## config.mk

```make
export PLATFORM = sky130hd
export DESIGN_NAME = dasu_core
export DESIGN_NICKNAME = d
export VERILOG_FILES = /design/src/core/dasu_pkg.sv /design/src/core/dasu_core.sv /design/src/core/dasu_digit_adder.sv
export VERILOG_INCLUDE_DIRS = /design/src /design/src/core
export SDC_FILE = /design/constraint.sdc
export NUM_CORES = 1
export LEC_CHECK = 0
export BUFFER_PORTS_ARGS = -buffer_cell sky130_fd_sc_hd__buf_4
export CAP_MARGIN = 20
export CORE_ASPECT_RATIO = 1.2
export CORE_MARGIN = 3
export CORE_UTILIZATION = 60
export CTS_BUF_LIST = sky130_fd_sc_hd__clkbuf_8
export DETAILED_ROUTE_END_ITERATION = 6
export PLACE_DENSITY = 0.81
export SYNTH_ARGS = -nofsm -noshare
export SYNTH_HDL_FRONTEND = slang
export SYNTH_SLANG_ARGS = --single-unit
```

## constraint.sdc

```tcl
create_clock -name CLK -period 26.8 [get_ports CLK]
set_clock_uncertainty 0.1 [all_clocks]
set_input_delay 0 -clock CLK [delete_from_list [all_inputs] [get_ports CLK]]
set_output_delay 0 -clock CLK [all_outputs]
set_load 0.01 [all_outputs]
```

## src/core/dasu_consts.svh

```systemverilog
`ifndef DASU_CONSTS_SVH
`define DASU_CONSTS_SVH

// Operation codes
`define DASU_ACCUM_DECIMAL_ADD_OP 6'h36
`define DASU_ACCUM_DECIMAL_SUB_OP 6'h38
`define DASU_MEMORY_DECIMAL_ADD_OP 6'h2e
`define DASU_MEMORY_DECIMAL_SUB_OP 6'h32
// Unassigned codes, never started
`define DASU_UNASSIGNED_A 6'h00
`define DASU_UNASSIGNED_B 6'h02
`define DASU_UNASSIGNED_C 6'h04
`define DASU_UNASSIGNED_D 6'h06
`define DASU_UNASSIGNED_E 6'h1e

// Field geometry
`define DASU_MAX_DIGITS 5'h10
`define DASU_MIN_DIGITS 5'h01
`define DASU_ZONE_MINUS 2'h2
`define DASU_ZONE_PLUS 2'h0
`define DASU_XS3_BIAS 4'h3
`define DASU_BLANK_CODE 4'h0
`define DASU_DIGIT_MAX 4'h9
`define DASU_RADIX 5'h0a

// Timing in half time units; time unit and clock period in ns
`define DASU_BASE_HALF 11'h063
`define DASU_STEP_HALF 11'h01b
`define DASU_RCAD_HALF 11'h036
`define DASU_RCAM_HALF 11'h03f
`define DASU_TIME_UNIT_NS 32'h0000_03e8
`define DASU_CLK_PERIOD_NS 32'h0000_0005
`define DASU_HALF_UNIT_CYC \
	(`DASU_TIME_UNIT_NS / (32'h0000_0002 * `DASU_CLK_PERIOD_NS))

`endif

```

## src/core/dasu_pkg.sv

```systemverilog
package dasu_pkg;
	typedef logic [3:0] dasu_digit_t;
	typedef logic [5:0] dasu_char_t;
	typedef enum logic [2:0] {
		ST_IDLE,
		ST_RD_WAIT,
		ST_RD_CAP,
		ST_ADD,
		ST_RECOMP,
		ST_WR,
		ST_SETTLE
	} dasu_state_e;
endpackage

```

## src/core/dasu_core.sv

```systemverilog
`timescale 1ns/1ps
`include "dasu_consts.svh"
// Contract
// - Add decimal adds L memory digits into the accumulator.
// - Short accumulator widens to L; new sentinel unless length 16.
// - Carry stops below sentinel; carry into it sets overflow flag.
// - Zones ignored; zero is plus except minus zero plus minus zero. The code also gives minus zero when two minus operands overflow.
// - Subtract decimal takes L digits from accumulator, result there.
// - Subtract decimal shares all length, carry, overflow handling.
// - Add ops set zero flag on zero sum, minus on negative.
// - Subtract ops set zero and minus flags from the difference.
// - Add to memory adds accumulator to L digits, sum to memory.
// - Accumulator digits above L are ignored for memory ops.
// - Missing accumulator digits read as zero, accumulator untouched.
// - Memory ops leave accumulator, sentinel and sign unchanged.
// - Carry out of top memory digit sets overflow flag.
// - Subtract from memory is add to memory, accumulator sign inverted.
// - Add decimal lasts 49.5+13.5(L+Lc), or 49.5+27Lm recomplementing.
// - Subtract decimal times as add; recomplement on larger memory.
// - Add to memory lasts 49.5+13.5L, or 49.5+31.5L recomplementing.
// - Subtract from memory times likewise with equal signs.
// - Codes 00, 02, 04, 06, 1e start nothing.
module dasu_core import dasu_pkg::*; #(
	parameter int HALF_UNIT_CYCLES = `DASU_HALF_UNIT_CYC
) (
	input wire logic CLK, // Clock
	input wire logic RST, // Async reset, high
	input wire logic OP_START, // Start pulse
	input wire logic [5:0] OP_CODE, // Operation code
	input wire logic [14:0] OP_ADDR, // Address of memory LSD
	input wire logic [4:0] OP_LEN, // L, 1 to 16
	input wire logic [63:0] SEL_ACC_DIGITS_IN, // Accumulator digits
	input wire logic [4:0] SEL_ACC_LEN_IN, // Accumulator length
	input wire logic SEL_ACC_SIGN_IN, // Accumulator minus
	input wire logic [5:0] MEM_RDATA, // Read char, cycle after read
	input wire logic OVF_CLR, // Clear overflow flag
	output logic BUSY, // Operation running
	output logic DONE, // Completion pulse
	output logic ILLEGAL_OP, // Unassigned code pulse
	output logic MEM_RD, // Memory read strobe
	output logic MEM_WR, // Memory write strobe
	output logic [14:0] MEM_ADDR, // Memory address
	output logic [5:0] MEM_WDATA, // Memory write char
	output logic SEL_ACC_WE, // Accumulator write pulse
	output logic [63:0] SEL_ACC_DIGITS, // New digits
	output logic [4:0] SEL_ACC_LEN, // New length, 16 no sentinel
	output logic SEL_ACC_SIGN, // New sign
	output logic ZERO_RESULT_FLAG, // Zero result
	output logic MINUS_RESULT_FLAG, // Negative result
	output logic DECIMAL_OVERFLOW_FLAG // Sticky overflow
);
	dasu_state_e state_reg;
	dasu_digit_t x_reg [0:15];
	dasu_digit_t y_reg [0:15];
	dasu_digit_t acc_dig [0:15];
	logic [63:0] x_flat;
	logic [4:0] len_reg, n_reg, idx_reg, lc_reg;
	logic [14:0] addr_reg;
	logic [17:0] elapsed_reg;
	logic op_mem_reg, sx_reg, sy_reg, carry_reg, nz_reg;
	logic ovf_reg, recomp_reg, rsign_reg;
	logic busy_reg, done_reg, ill_reg, rd_reg, wr_reg, we_reg;
	logic [14:0] maddr_reg;
	logic [5:0] wdata_reg;
	logic [63:0] acc_out_reg;
	logic [4:0] acc_len_reg;
	logic acc_sign_reg, zero_reg, minus_reg, ovf_flag_reg, ovf_flag_next;

	// Decode, used at start and by checks
	function automatic logic is_unassigned(input logic [5:0] c);
		return c == `DASU_UNASSIGNED_A || c == `DASU_UNASSIGNED_B ||
			c == `DASU_UNASSIGNED_C || c == `DASU_UNASSIGNED_D ||
			c == `DASU_UNASSIGNED_E;
	endfunction

	// Excess-three char to digit; blank-like codes count as zero
	function automatic dasu_digit_t char_digit(input dasu_char_t c);
		return (c[3:0] == `DASU_BLANK_CODE) ? 4'h0 :
			4'(c[3:0] - `DASU_XS3_BIAS);
	endfunction

	wire op_ad = OP_CODE == `DASU_ACCUM_DECIMAL_ADD_OP;
	wire op_sd = OP_CODE == `DASU_ACCUM_DECIMAL_SUB_OP;
	wire op_am = OP_CODE == `DASU_MEMORY_DECIMAL_ADD_OP;
	wire op_sm = OP_CODE == `DASU_MEMORY_DECIMAL_SUB_OP;
	wire len_ok = OP_LEN >= `DASU_MIN_DIGITS && OP_LEN <= `DASU_MAX_DIGITS;
	wire unassigned = is_unassigned(OP_CODE);
	wire accept = OP_START && !busy_reg && len_ok &&
		(op_ad || op_sd || op_am || op_sm);
	wire start_mem = op_am || op_sm;
	// Subtract ops invert the subtrahend sign and reuse the add path
	wire start_sx = start_mem ? 1'b0 : SEL_ACC_SIGN_IN;
	wire start_sy = start_mem ? (SEL_ACC_SIGN_IN ^ op_sm) : op_sd;
	wire [4:0] start_n = start_mem ? OP_LEN :
		((SEL_ACC_LEN_IN > OP_LEN) ? SEL_ACC_LEN_IN : OP_LEN);

	// Accumulator digits above its own length read as zero
	genvar gi;
	generate
		for (gi = 0; gi < 16; gi++) begin : g_dig
			assign acc_dig[gi] = (5'(gi) < SEL_ACC_LEN_IN) ?
				SEL_ACC_DIGITS_IN[4*gi +: 4] : 4'h0;
			assign x_flat[4*gi +: 4] = x_reg[gi];
		end
	endgenerate

	// Serial datapath; one shared position adder
	wire eff_sub = sx_reg ^ sy_reg;
	wire in_recomp = state_reg == ST_RECOMP;
	wire [3:0] ix = idx_reg[3:0];
	wire last = idx_reg == 5'(n_reg - 5'h01);
	dasu_digit_t add_s;
	logic add_c;
	dasu_digit_adder u_add (
		.a(in_recomp ? 4'h0 : x_reg[ix]),
		.b(in_recomp ? x_reg[ix] : y_reg[ix]),
		.sub(in_recomp || eff_sub),
		.cin(carry_reg),
		.s(add_s),
		.cout(add_c)
	);

	// Duration in half units, then cycles
	wire [10:0] tgt_half = op_mem_reg ?
		(recomp_reg ? 11'(`DASU_BASE_HALF + `DASU_RCAM_HALF * len_reg) :
		11'(`DASU_BASE_HALF + `DASU_STEP_HALF * len_reg)) :
		(recomp_reg ? 11'(`DASU_BASE_HALF + `DASU_RCAD_HALF * n_reg) :
		11'(`DASU_BASE_HALF + `DASU_STEP_HALF * (len_reg + lc_reg)));
	wire [17:0] tgt_cyc = 18'(tgt_half * HALF_UNIT_CYCLES);
	wire finish = state_reg == ST_SETTLE && elapsed_reg >= tgt_cyc;
	// Zero is positive unless it comes from adding two minus operands (minus zeros or overflow)
	wire fin_sign = rsign_reg && (nz_reg || !eff_sub);
	wire [5:0] wr_char = {(idx_reg == 5'h00 && fin_sign) ?
		`DASU_ZONE_MINUS : `DASU_ZONE_PLUS, 4'(x_reg[ix] + `DASU_XS3_BIAS)};

	// Set wins over software clear
	assign ovf_flag_next = (finish && ovf_reg) ||
		(ovf_flag_reg && !OVF_CLR);

	// Digit storage; data only, no reset needed
	always_ff @(posedge CLK) begin
		if (accept) begin
			for (int i = 0; i < 16; i++) begin
				x_reg[i] <= start_mem ? 4'h0 : acc_dig[i];
				y_reg[i] <= start_mem ? acc_dig[i] : 4'h0;
			end
		end else if (state_reg == ST_RD_CAP) begin
			if (op_mem_reg)
				x_reg[ix] <= char_digit(MEM_RDATA);
			else
				y_reg[ix] <= char_digit(MEM_RDATA);
		end else if (state_reg == ST_ADD || in_recomp) begin
			x_reg[ix] <= add_s;
		end
	end

	// Sequencer
	always_ff @(posedge CLK or posedge RST) begin
		if (RST) begin
			state_reg <= ST_IDLE;
			idx_reg <= 5'h00;
			{rd_reg, wr_reg, carry_reg, nz_reg, ovf_reg} <= 5'h00;
			{recomp_reg, rsign_reg, op_mem_reg, sx_reg, sy_reg} <= 5'h00;
			{len_reg, n_reg, lc_reg} <= 15'h0000;
			{addr_reg, maddr_reg} <= 30'h0000_0000;
			wdata_reg <= 6'h00;
			elapsed_reg <= 18'h0_0000;
		end else begin
			rd_reg <= 1'b0;
			wr_reg <= 1'b0;
			elapsed_reg <= 18'(elapsed_reg + 18'h0_0001);
			unique case (state_reg)
				ST_IDLE: if (accept) begin
					op_mem_reg <= start_mem;
					sx_reg <= start_sx;
					sy_reg <= start_sy;
					len_reg <= OP_LEN;
					n_reg <= start_n;
					addr_reg <= OP_ADDR;
					maddr_reg <= OP_ADDR;
					rd_reg <= 1'b1;
					{idx_reg, lc_reg} <= 10'h000;
					{nz_reg, ovf_reg, recomp_reg} <= 3'h0;
					elapsed_reg <= 18'h0_0000;
					state_reg <= ST_RD_WAIT;
				end
				ST_RD_WAIT: state_reg <= ST_RD_CAP;
				ST_RD_CAP: begin
					// Sign lives in the zone of the low-order char
					if (idx_reg == 5'h00 && MEM_RDATA[5:4] == `DASU_ZONE_MINUS)
						sx_reg <= !op_mem_reg ? sx_reg : 1'b1;
					if (idx_reg == 5'h00 && !op_mem_reg)
						sy_reg <= sy_reg ^ (MEM_RDATA[5:4] == `DASU_ZONE_MINUS);
					if (idx_reg == 5'(len_reg - 5'h01)) begin
						idx_reg <= 5'h00;
						// One-digit field: its sign lands on this same edge
						carry_reg <= eff_sub ^ (idx_reg == 5'h00 &&
							MEM_RDATA[5:4] == `DASU_ZONE_MINUS);
						state_reg <= ST_ADD;
					end else begin
						idx_reg <= 5'(idx_reg + 5'h01);
						maddr_reg <= 15'(addr_reg - {10'h000, 5'(idx_reg + 5'h01)});
						rd_reg <= 1'b1;
						state_reg <= ST_RD_WAIT;
					end
				end
				ST_ADD: begin
					carry_reg <= add_c;
					nz_reg <= nz_reg || add_s != 4'h0;
					if (!eff_sub && carry_reg && idx_reg >= len_reg)
						lc_reg <= 5'(lc_reg + 5'h01);
					idx_reg <= 5'(idx_reg + 5'h01);
					if (last) begin
						idx_reg <= 5'h00;
						// Carry out of the top position: overflow
						ovf_reg <= !eff_sub && add_c;
						// No end carry on subtract: result is complemented
						recomp_reg <= eff_sub && !add_c;
						rsign_reg <= (eff_sub && !add_c) ? sy_reg : sx_reg;
						carry_reg <= 1'b1;
						state_reg <= (eff_sub && !add_c) ? ST_RECOMP :
							(op_mem_reg ? ST_WR : ST_SETTLE);
					end
				end
				ST_RECOMP: begin
					carry_reg <= add_c;
					idx_reg <= last ? 5'h00 : 5'(idx_reg + 5'h01);
					if (last)
						state_reg <= op_mem_reg ? ST_WR : ST_SETTLE;
				end
				ST_WR: begin
					wr_reg <= 1'b1;
					maddr_reg <= 15'(addr_reg - {10'h000, idx_reg});
					wdata_reg <= wr_char;
					idx_reg <= 5'(idx_reg + 5'h01);
					if (idx_reg == 5'(len_reg - 5'h01))
						state_reg <= ST_SETTLE;
				end
				ST_SETTLE: if (finish)
					state_reg <= ST_IDLE;
			endcase
		end
	end

	// Results and indicators at completion; busy, illegal pulse and overflow clear at any time
	always_ff @(posedge CLK or posedge RST) begin
		if (RST) begin
			{busy_reg, done_reg, ill_reg, we_reg} <= 4'h0;
			{zero_reg, minus_reg, ovf_flag_reg, acc_sign_reg} <= 4'h0;
			acc_out_reg <= 64'h0000_0000_0000_0000;
			acc_len_reg <= 5'h00;
		end else begin
			busy_reg <= accept || (busy_reg && !finish);
			done_reg <= finish;
			ill_reg <= OP_START && !busy_reg && unassigned;
			we_reg <= finish && !op_mem_reg;
			ovf_flag_reg <= ovf_flag_next;
			if (finish) begin
				zero_reg <= !nz_reg;
				minus_reg <= fin_sign;
				if (!op_mem_reg) begin
					acc_out_reg <= x_flat;
					acc_len_reg <= n_reg;
					acc_sign_reg <= fin_sign;
				end
			end
		end
	end

	assign BUSY = busy_reg;
	assign DONE = done_reg;
	assign ILLEGAL_OP = ill_reg;
	assign MEM_RD = rd_reg;
	assign MEM_WR = wr_reg;
	assign MEM_ADDR = maddr_reg;
	assign MEM_WDATA = wdata_reg;
	assign SEL_ACC_WE = we_reg;
	assign SEL_ACC_DIGITS = acc_out_reg;
	assign SEL_ACC_LEN = acc_len_reg;
	assign SEL_ACC_SIGN = acc_sign_reg;
	assign ZERO_RESULT_FLAG = zero_reg;
	assign MINUS_RESULT_FLAG = minus_reg;
	assign DECIMAL_OVERFLOW_FLAG = ovf_flag_reg;

	// Checks
	property p_acc_hold;
		@(posedge CLK) disable iff (RST) busy_reg && op_mem_reg |=> !we_reg;
	endproperty
	a_acc_hold: assert property (p_acc_hold)
		else $error("accumulator written by memory op");
	property p_unassigned;
		@(posedge CLK) disable iff (RST)
			OP_START && unassigned && !busy_reg |=> state_reg == ST_IDLE;
	endproperty
	a_unassigned: assert property (p_unassigned)
		else $error("unassigned code started");
	property p_ovf_sticky;
		@(posedge CLK) disable iff (RST)
			ovf_flag_reg && !OVF_CLR |=> ovf_flag_reg;
	endproperty
	a_ovf_sticky: assert property (p_ovf_sticky)
		else $error("overflow flag dropped");
	property p_flags_stable;
		@(posedge CLK) disable iff (RST)
			!finish |=> $stable(zero_reg) && $stable(minus_reg);
	endproperty
	a_flags_stable: assert property (p_flags_stable)
		else $error("flags changed outside completion");
	property p_minus_zero;
		@(posedge CLK) disable iff (RST)
			done_reg && zero_reg && minus_reg |-> !eff_sub && sx_reg;
	endproperty
	a_minus_zero: assert property (p_minus_zero)
		else $error("minus zero from wrong operands");
	property p_serial;
		@(posedge CLK) disable iff (RST) state_reg == ST_ADD && !last
			|=> idx_reg == 5'($past(idx_reg) + 5'h01);
	endproperty
	a_serial: assert property (p_serial)
		else $error("digit step skipped");
	property p_timing;
		@(posedge CLK) disable iff (RST)
			state_reg == ST_SETTLE && elapsed_reg < tgt_cyc |=> !done_reg;
	endproperty
	a_timing: assert property (p_timing)
		else $error("completed early");
	property p_len;
		@(posedge CLK) disable iff (RST) we_reg |-> acc_len_reg >= len_reg;
	endproperty
	a_len: assert property (p_len)
		else $error("result shorter than L");
	property p_ovf_set;
		@(posedge CLK) disable iff (RST) finish && ovf_reg |=> ovf_flag_reg;
	endproperty
	a_ovf_set: assert property (p_ovf_set)
		else $error("overflow not flagged");
	c_recomp: cover property (@(posedge CLK) state_reg == ST_RECOMP);
	c_mem_wr: cover property (@(posedge CLK) wr_reg);
	c_ovf: cover property (@(posedge CLK) finish && ovf_reg);
endmodule

```

## src/core/dasu_digit_adder.sv

```systemverilog
`timescale 1ns/1ps
`include "dasu_consts.svh"
module dasu_digit_adder import dasu_pkg::*; (
	input wire dasu_digit_t a, // Augend digit
	input wire dasu_digit_t b, // Addend digit
	input wire logic sub, // Nines-complement b
	input wire logic cin, // Carry in
	output dasu_digit_t s, // Sum digit
	output logic cout // Carry out
);
	logic [3:0] b_eff;
	logic [4:0] raw;

	// One decimal position; complement plus carry-in gives subtraction
	assign b_eff = sub ? 4'(`DASU_DIGIT_MAX - b) : b;
	assign raw = {1'b0, a} + {1'b0, b_eff} + {4'h0, cin};
	assign cout = raw >= `DASU_RADIX;
	assign s = cout ? 4'(raw - `DASU_RADIX) : raw[3:0];
endmodule

```

After elaboration in Yosys (flattened, before gate mapping)
Memory sizes are Yosys's and may differ from the RTL's. A register that Yosys moved wholly into a read port is not among the register bits.
Index checks and enable logic that the tools add are counted.
Widths: inputs -> output; s select.
{"block": "word_totals", "ff_bits": 100, "output_inout_bits": 100, "input_bits": 106, "mem_count": 2, "ramBits": 128, "word_cells": 295}
{"block": "op_classes", "bitwise_logic": 6, "n_mul": 5, "eq_ne": 28, "muxes": 122, "order_cmp": 22, "n_reduce_logical": 64, "addsub": 18}
{"name": "x_reg", "depth": 16, "width": 4, "read_ports": 17, "rd_clocked_by_memory_dff": 16, "write_ports": 16, "line_no": "dasu_core.sv:53", "text": "dasu_digit_t x_reg [0:15];"}
{"name": "y_reg", "depth": 16, "width": 4, "read_ports": 1, "rd_clocked_by_memory_dff": 0, "write_ports": 16, "line_no": "dasu_core.sv:54", "text": "dasu_digit_t y_reg [0:15];"}
{"operator": "$mux 4", "n": 58}
{"operator": "$pmux 15 s3", "n": 1}
{"operator": "$lt 4x5->1 const A", "n": 8}
{"operator": "$mux 18", "n": 2}
{"operator": "$add 7x11->11 const A", "n": 3}
{"operator": "$mux 11", "n": 3}
{"operator": "$mux 1", "n": 31}
{"operator": "$mux 15", "n": 2}
{"operator": "$mux 5", "n": 6}
{"operator": "$sub 15x5->15", "n": 2}
{"operator": "$eq 6x6->1 const B", "n": 4}
{"operator": "$pmux 3 s7", "n": 1}
{"operator": "$lt 3x5->1 const A", "n": 4}
{"operator": "$mul 5x5->10 const A", "n": 2}
{"operator": "$pmux 5 s4", "n": 1}
{"operator": "$add 18x1->18 const B", "n": 1}
{"operator": "$ge 18x18->1", "n": 1}
{"operator": "$logic_and 1x1->1", "n": 18}
{"operator": "$mux 3", "n": 6}
{"operator": "$mul 11x5->16 const B", "n": 1}
{"operator": "$logic_or 1x1->1", "n": 14}
{"operator": "$eq 6x3->1 const B", "n": 2}
{"operator": "$ne 2x2->1 const B", "n": 6}
{"operator": "$pmux 1 s2", "n": 6}
{"operator": "other kinds (47)", "n": 82}

Longest topological paths before layout
{"block": "logic_depth", "depth_word": 12, "mapped_depth": 38, "depth_no_buf": 37}

Cells and area by module
From an unflattened synthesis, not the netlist that was laid out.
{"block": "hier_totals", "hier_cells": 1946, "area_unflattened_um2": 19901.6}
{"mod": "dasu_core", "seq_area_each_um2": 7922.6, "area_per_inst_um2": 19553.8, "cells_each": 1900, "instances": 1}
{"mod": "dasu_digit_adder", "seq_area_each_um2": 0.0, "area_per_inst_um2": 347.8, "cells_each": 46, "instances": 1}

Worst setup path before layout
Ideal clock, no wire load.
{"block": "synth_path", "path_type": "reg-to-reg", "from": "register len_reg[0]", "to": "register acc_out_reg[0], in the netlist SEL_ACC_DIGITS[0], read port of x_reg", "t_required_ps": 26575, "arrival_time_ps": 8187, "period_less_slack_ps": 8412, "path_buffers": 1, "path_slack_ps": 18388, "stages_incl_launch_ff": 36, "setup_ps": 125, "cell_sequence": "dfrtp_1 -> ha_1 -> inv_1 -> fa_1 -> nor2b_1 -> o21ai_0 -> nand2b_1 -> xor2_1 -> ha_1 -> inv_1 -> fa_1 -> fa_1 -> inv_1 -> ha_1 -> nand3_1 -> o211ai_1 -> o41ai_1 -> mux2_2 -> or4b_1 -> and3_4 -> ha_1 -> ha_1 -> ha_1 -> ha_1 -> nand3_1 -> nand2_1 -> a41o_1 -> nor2_1 -> xor2_1 -> ha_1 -> nand2_1 -> a211oi_1 -> o211ai_1 -> a211oi_2 -> buf_2 -> mux2_2"}
{"block": "synth_via", "elab_chain_len": 9, "word_cells_on_any_way": 14, "cone_classes": "add/sub: 4; mul: 4; order compare: 1; mux: 3; reduce/logical: 2"}
{"element": "start: declaration", "line_no": "dasu_core.sv:57", "text": "logic [4:0] len_reg, n_reg, idx_reg, lc_reg;"}
{"element": "start signal: assignment", "line_no": "dasu_core.sv:164", "text": "{len_reg, n_reg, lc_reg} <= 15'h0000;"}
{"element": "start signal: assignment", "line_no": "dasu_core.sv:177", "text": "len_reg <= OP_LEN;"}
{"element": "$add 5x5->6", "line_no": "dasu_core.sv:128", "text": "11'(`DASU_BASE_HALF + `DASU_STEP_HALF * (len_reg + lc_reg)));"}
{"element": "$mul 5x6->11 (no line)"}
{"element": "$add 7x11->11 (no line)"}
{"element": "$mux 11", "line_no": "dasu_core.sv:127", "text": "(recomp_reg ? 11'(`DASU_BASE_HALF + `DASU_RCAD_HALF * n_reg) :"}
{"element": "$mux 11 *", "line_no": "dasu_core.sv:124", "text": "wire [10:0] tgt_half = op_mem_reg ?"}
{"element": "$mul 11x5->16 *", "line_no": "dasu_core.sv:129", "text": "wire [17:0] tgt_cyc = 18'(tgt_half * HALF_UNIT_CYCLES);"}
{"element": "$ge 18x18->1 *", "line_no": "dasu_core.sv:130", "text": "wire finish = state_reg == ST_SETTLE && elapsed_reg >= tgt_cyc;"}
{"element": "$logic_and 1x1->1 *", "line_no": "dasu_core.sv:130"}
{"element": "$reduce_and 2->1 (no line) *"}
{"element": "end: declaration", "line_no": "dasu_core.sv:65", "text": "logic [63:0] acc_out_reg;"}
Mark *: on every way between the ends. The rest lies on a longest branch, timed or not.
A chain may end at the register's enable or synchronous reset.

Worst setup path in the final report
{"block": "layout_path", "from": "register len_reg[0]", "to": "register acc_out_reg[32], in the netlist SEL_ACC_DIGITS[32], read port of x_reg"}
The elaborated chain is that of the path after synthesis.

==> metrics.yaml <==
run_status:
  status: "complete, but fails checks"
  failed_checks: "design-rule violations"
setup_path:
  slowest_stage: "buf_4"
  regToRegStartpoint: "len_reg[0]"
  arrival_ns: 10.10
  r2r_end: "SEL_ACC_DIGITS[32]"
  worst_setup_path_end_kind: "register"
  r2r_cells: 35
  path_max_fanout: 71
  critPathMostFrequentCell: "ha_1"
  rrSetupSlack_ns: 17.08
  required_ns: 27.18
  crit_type: "register to register"
  critPathLaunchType: "register"
  slowest_delay_ns: 0.75
place:
  io_buffer_count: 204
  routabilityCongestion: 1.06
  post-dp-hpwl_microns: 44300
  dpl.cell_count: 2503
die:
  initial_utilization_pct: 61.3
  core-area_sq_um: 32500
  fp.dieH_microns: 206
  fp.dieArea_sq_um: 35500
  die_width_microns: 172
  rows: 72
  pin_count: 206
cts:
  post_cts_buffers: 0
  cts_tree: "built"
  numCtsBuffers: 48
  cts_root_buf: "clkbuf_8"
  clk_pin_slew_ns: 0.08
  cts.sinks: 291
  insertion_delay_ns: 0.61
  ctsHtreeMaxLevel: 2
  ctsLongestPathBuffers: 3
timing:
  finalMaxSlewViolations: 0
  hold_violations: 0
  timing.final.crit_share_pct: 36.3
  fmax_mhz: 103
  worst_pin_slew_ns: 1.02
  setup_tns_ns: 0
  rsz0062_at_grt: "no"
  slew_headroom_pct: 31.6
  setup_viol: 0
  finalCriticalPeriod_ns: 9.72
route:
  drtAntennaViolNets: 0
  wl_per_cell_microns: 23.0
  drt-total-wl_microns: 62100
  vias: 17239
  drc: 17
  drt_iter0_drc: 1979
  dr.pass1.iters: 7
  via_per_inst: 6.37
yosys:
  yosys.area.top_type: "dfrtp_1"
  ys_seq_elements: 291
  synthCells: 1918
  ys_types: 82
  synthTopCellsByArea: "dfrtp_1 (20%), edfxtp_1 (19%), ha_1 (11%)"
  synth_edf_count: 128
  avgSynthCellArea_sq_um: 10.4
  ys_warn_count: 0
  ys.flop_type: "dfrtp_1"
  synth_top_area_share_pct: 20.4
  syn-num-nets: 2237
  syn-cell-area_sq_um: 19900
  synth-async-reset-ratio_pct: 56.0
  ys_seq_area_share_pct: 39.7
layout:
  fin_nets: 2542
  final_common_cell: "buf_4"
  drive_above_1_share_pct: 19.9
  final_core_util_pct: 73.7
  num_antenna_cells: 0
  instances_no_fill: 2705
  area_growth_pct: 20.2
  final_cell_mix: "buf_4 (225), o21ai_0 (189), ha_1 (178), nand2_1 (177), dfrtp_1 (162)"
global_routing:
  met1_usage_pct: 40.8
  grt_pass1_vias: 17553
  grt_max_degree: 99
  overflow: 0
  grt_usage_pct: 34.8
  grt.busiest_layer: "met2"
  gr-usage-met2_pct: 59.6
  met3_usage_pct: 6.07
  grt_pass1_wl_microns: 94900
  antenna_found_initial: 0
flow_run:
  drv_cap: 0
min_path:
  hold_class: "input port to asynchronous set/reset pin"
[worst max path at each step]
stage / cells past startpoint / startpoint / slack [ns] / end
after floorplan: 35 / len_reg[0] / 18.39 / SEL_ACC_DIGITS[0]
after global placement: 35 / len_reg[0] / 17.54 / SEL_ACC_DIGITS[39]
after detailed placement: 35 / len_reg[0] / 17.27 / SEL_ACC_DIGITS[46]
after CTS: 35 / len_reg[0] / 17.19 / SEL_ACC_DIGITS[13]
after global routing: 35 / len_reg[0] / 16.61 / SEL_ACC_DIGITS[32]
final: 35 / len_reg[0] / 17.08 / SEL_ACC_DIGITS[32]
[layer usage]
layer / wire, microns / vias to the layer above
met5: 0 / -
met3: 5170 / 353
met2: 30700 / 1041
li1: - / 7572
met1: 21700 / 8273
met4: 4550 / 0
[cell usage after synthesis (54+ instances only)]
library cell / n
a21oi_1: 54
xor2_1: 56
nand3_1: 84
edfxtp_1: 128
mux2_2: 79
nand4_1: 100
dfrtp_1: 163
inv_1: 130
ha_1: 178
o21ai_0: 189
clkbuf_1: 59
nand2_1: 177
nor2_1: 99
[logic make-up after synthesis]
| family | after synthesis | synth area share, % |
|---|---|---|
| AND/OR/NAND/NOR | 586 | 14.6 |
| AO/OA/AOI/OAI | 345 | 10.5 |
| flip-flops | 291 | 39.7 |
| buffers and inverters | 216 | 4.35 |
| adder cells (fa/ha/maj) | 213 | 14.7 |
| multiplexers | 167 | 11.7 |
| XOR/XNOR | 99 | 4.48 |
| other | 1 | 0.0188 |
[cell type report]
class | instances | area [sq um]
Inverter | 132 | 500
Sequential cell | 291 | 7920
Fill cell | 2161 | 8540
Tap cell | 444 | 556
Multi-Input combinational cell | 1411 | 11200
Clock buffer | 59 | 812
Timing Repair Buffer | 339 | 2830
Clock inverter | 29 | 189
[critical path: cells and delay by family, from the launching register on]
family          cells  cell delay (ns)
xor+xnor            2             0.40
mux                 2             0.83
buf+inv             4             0.94
flops               1             0.57
compound gates      7             1.42
fa+ha+maj          11             3.82
simple gates        9             1.45
[through the flow]
step | setup slack, ns | instance area (sq um) | hold WS, ns
floorplan | 18.39 | 19900 | -0.0291
global placement | 17.54 | 21800 | 0.0757
detailed placement | 17.27 | 21800 | 0.0861
CTS | 17.19 | 24000 | 0.0230
global route | 16.61 | 24000 | 0.0424
finish | 17.08 | 24000 | 0.0257
[repair_timing]
action,4_1_cts,5_1_grt
hold buffers,114,0
endpoints found under the hold margin,271,0
gates resized for setup,0,0
Power is left out: the tool's default activity adds up to more than one toggle a clock period on the data nets, which glitch-free logic cannot reach.
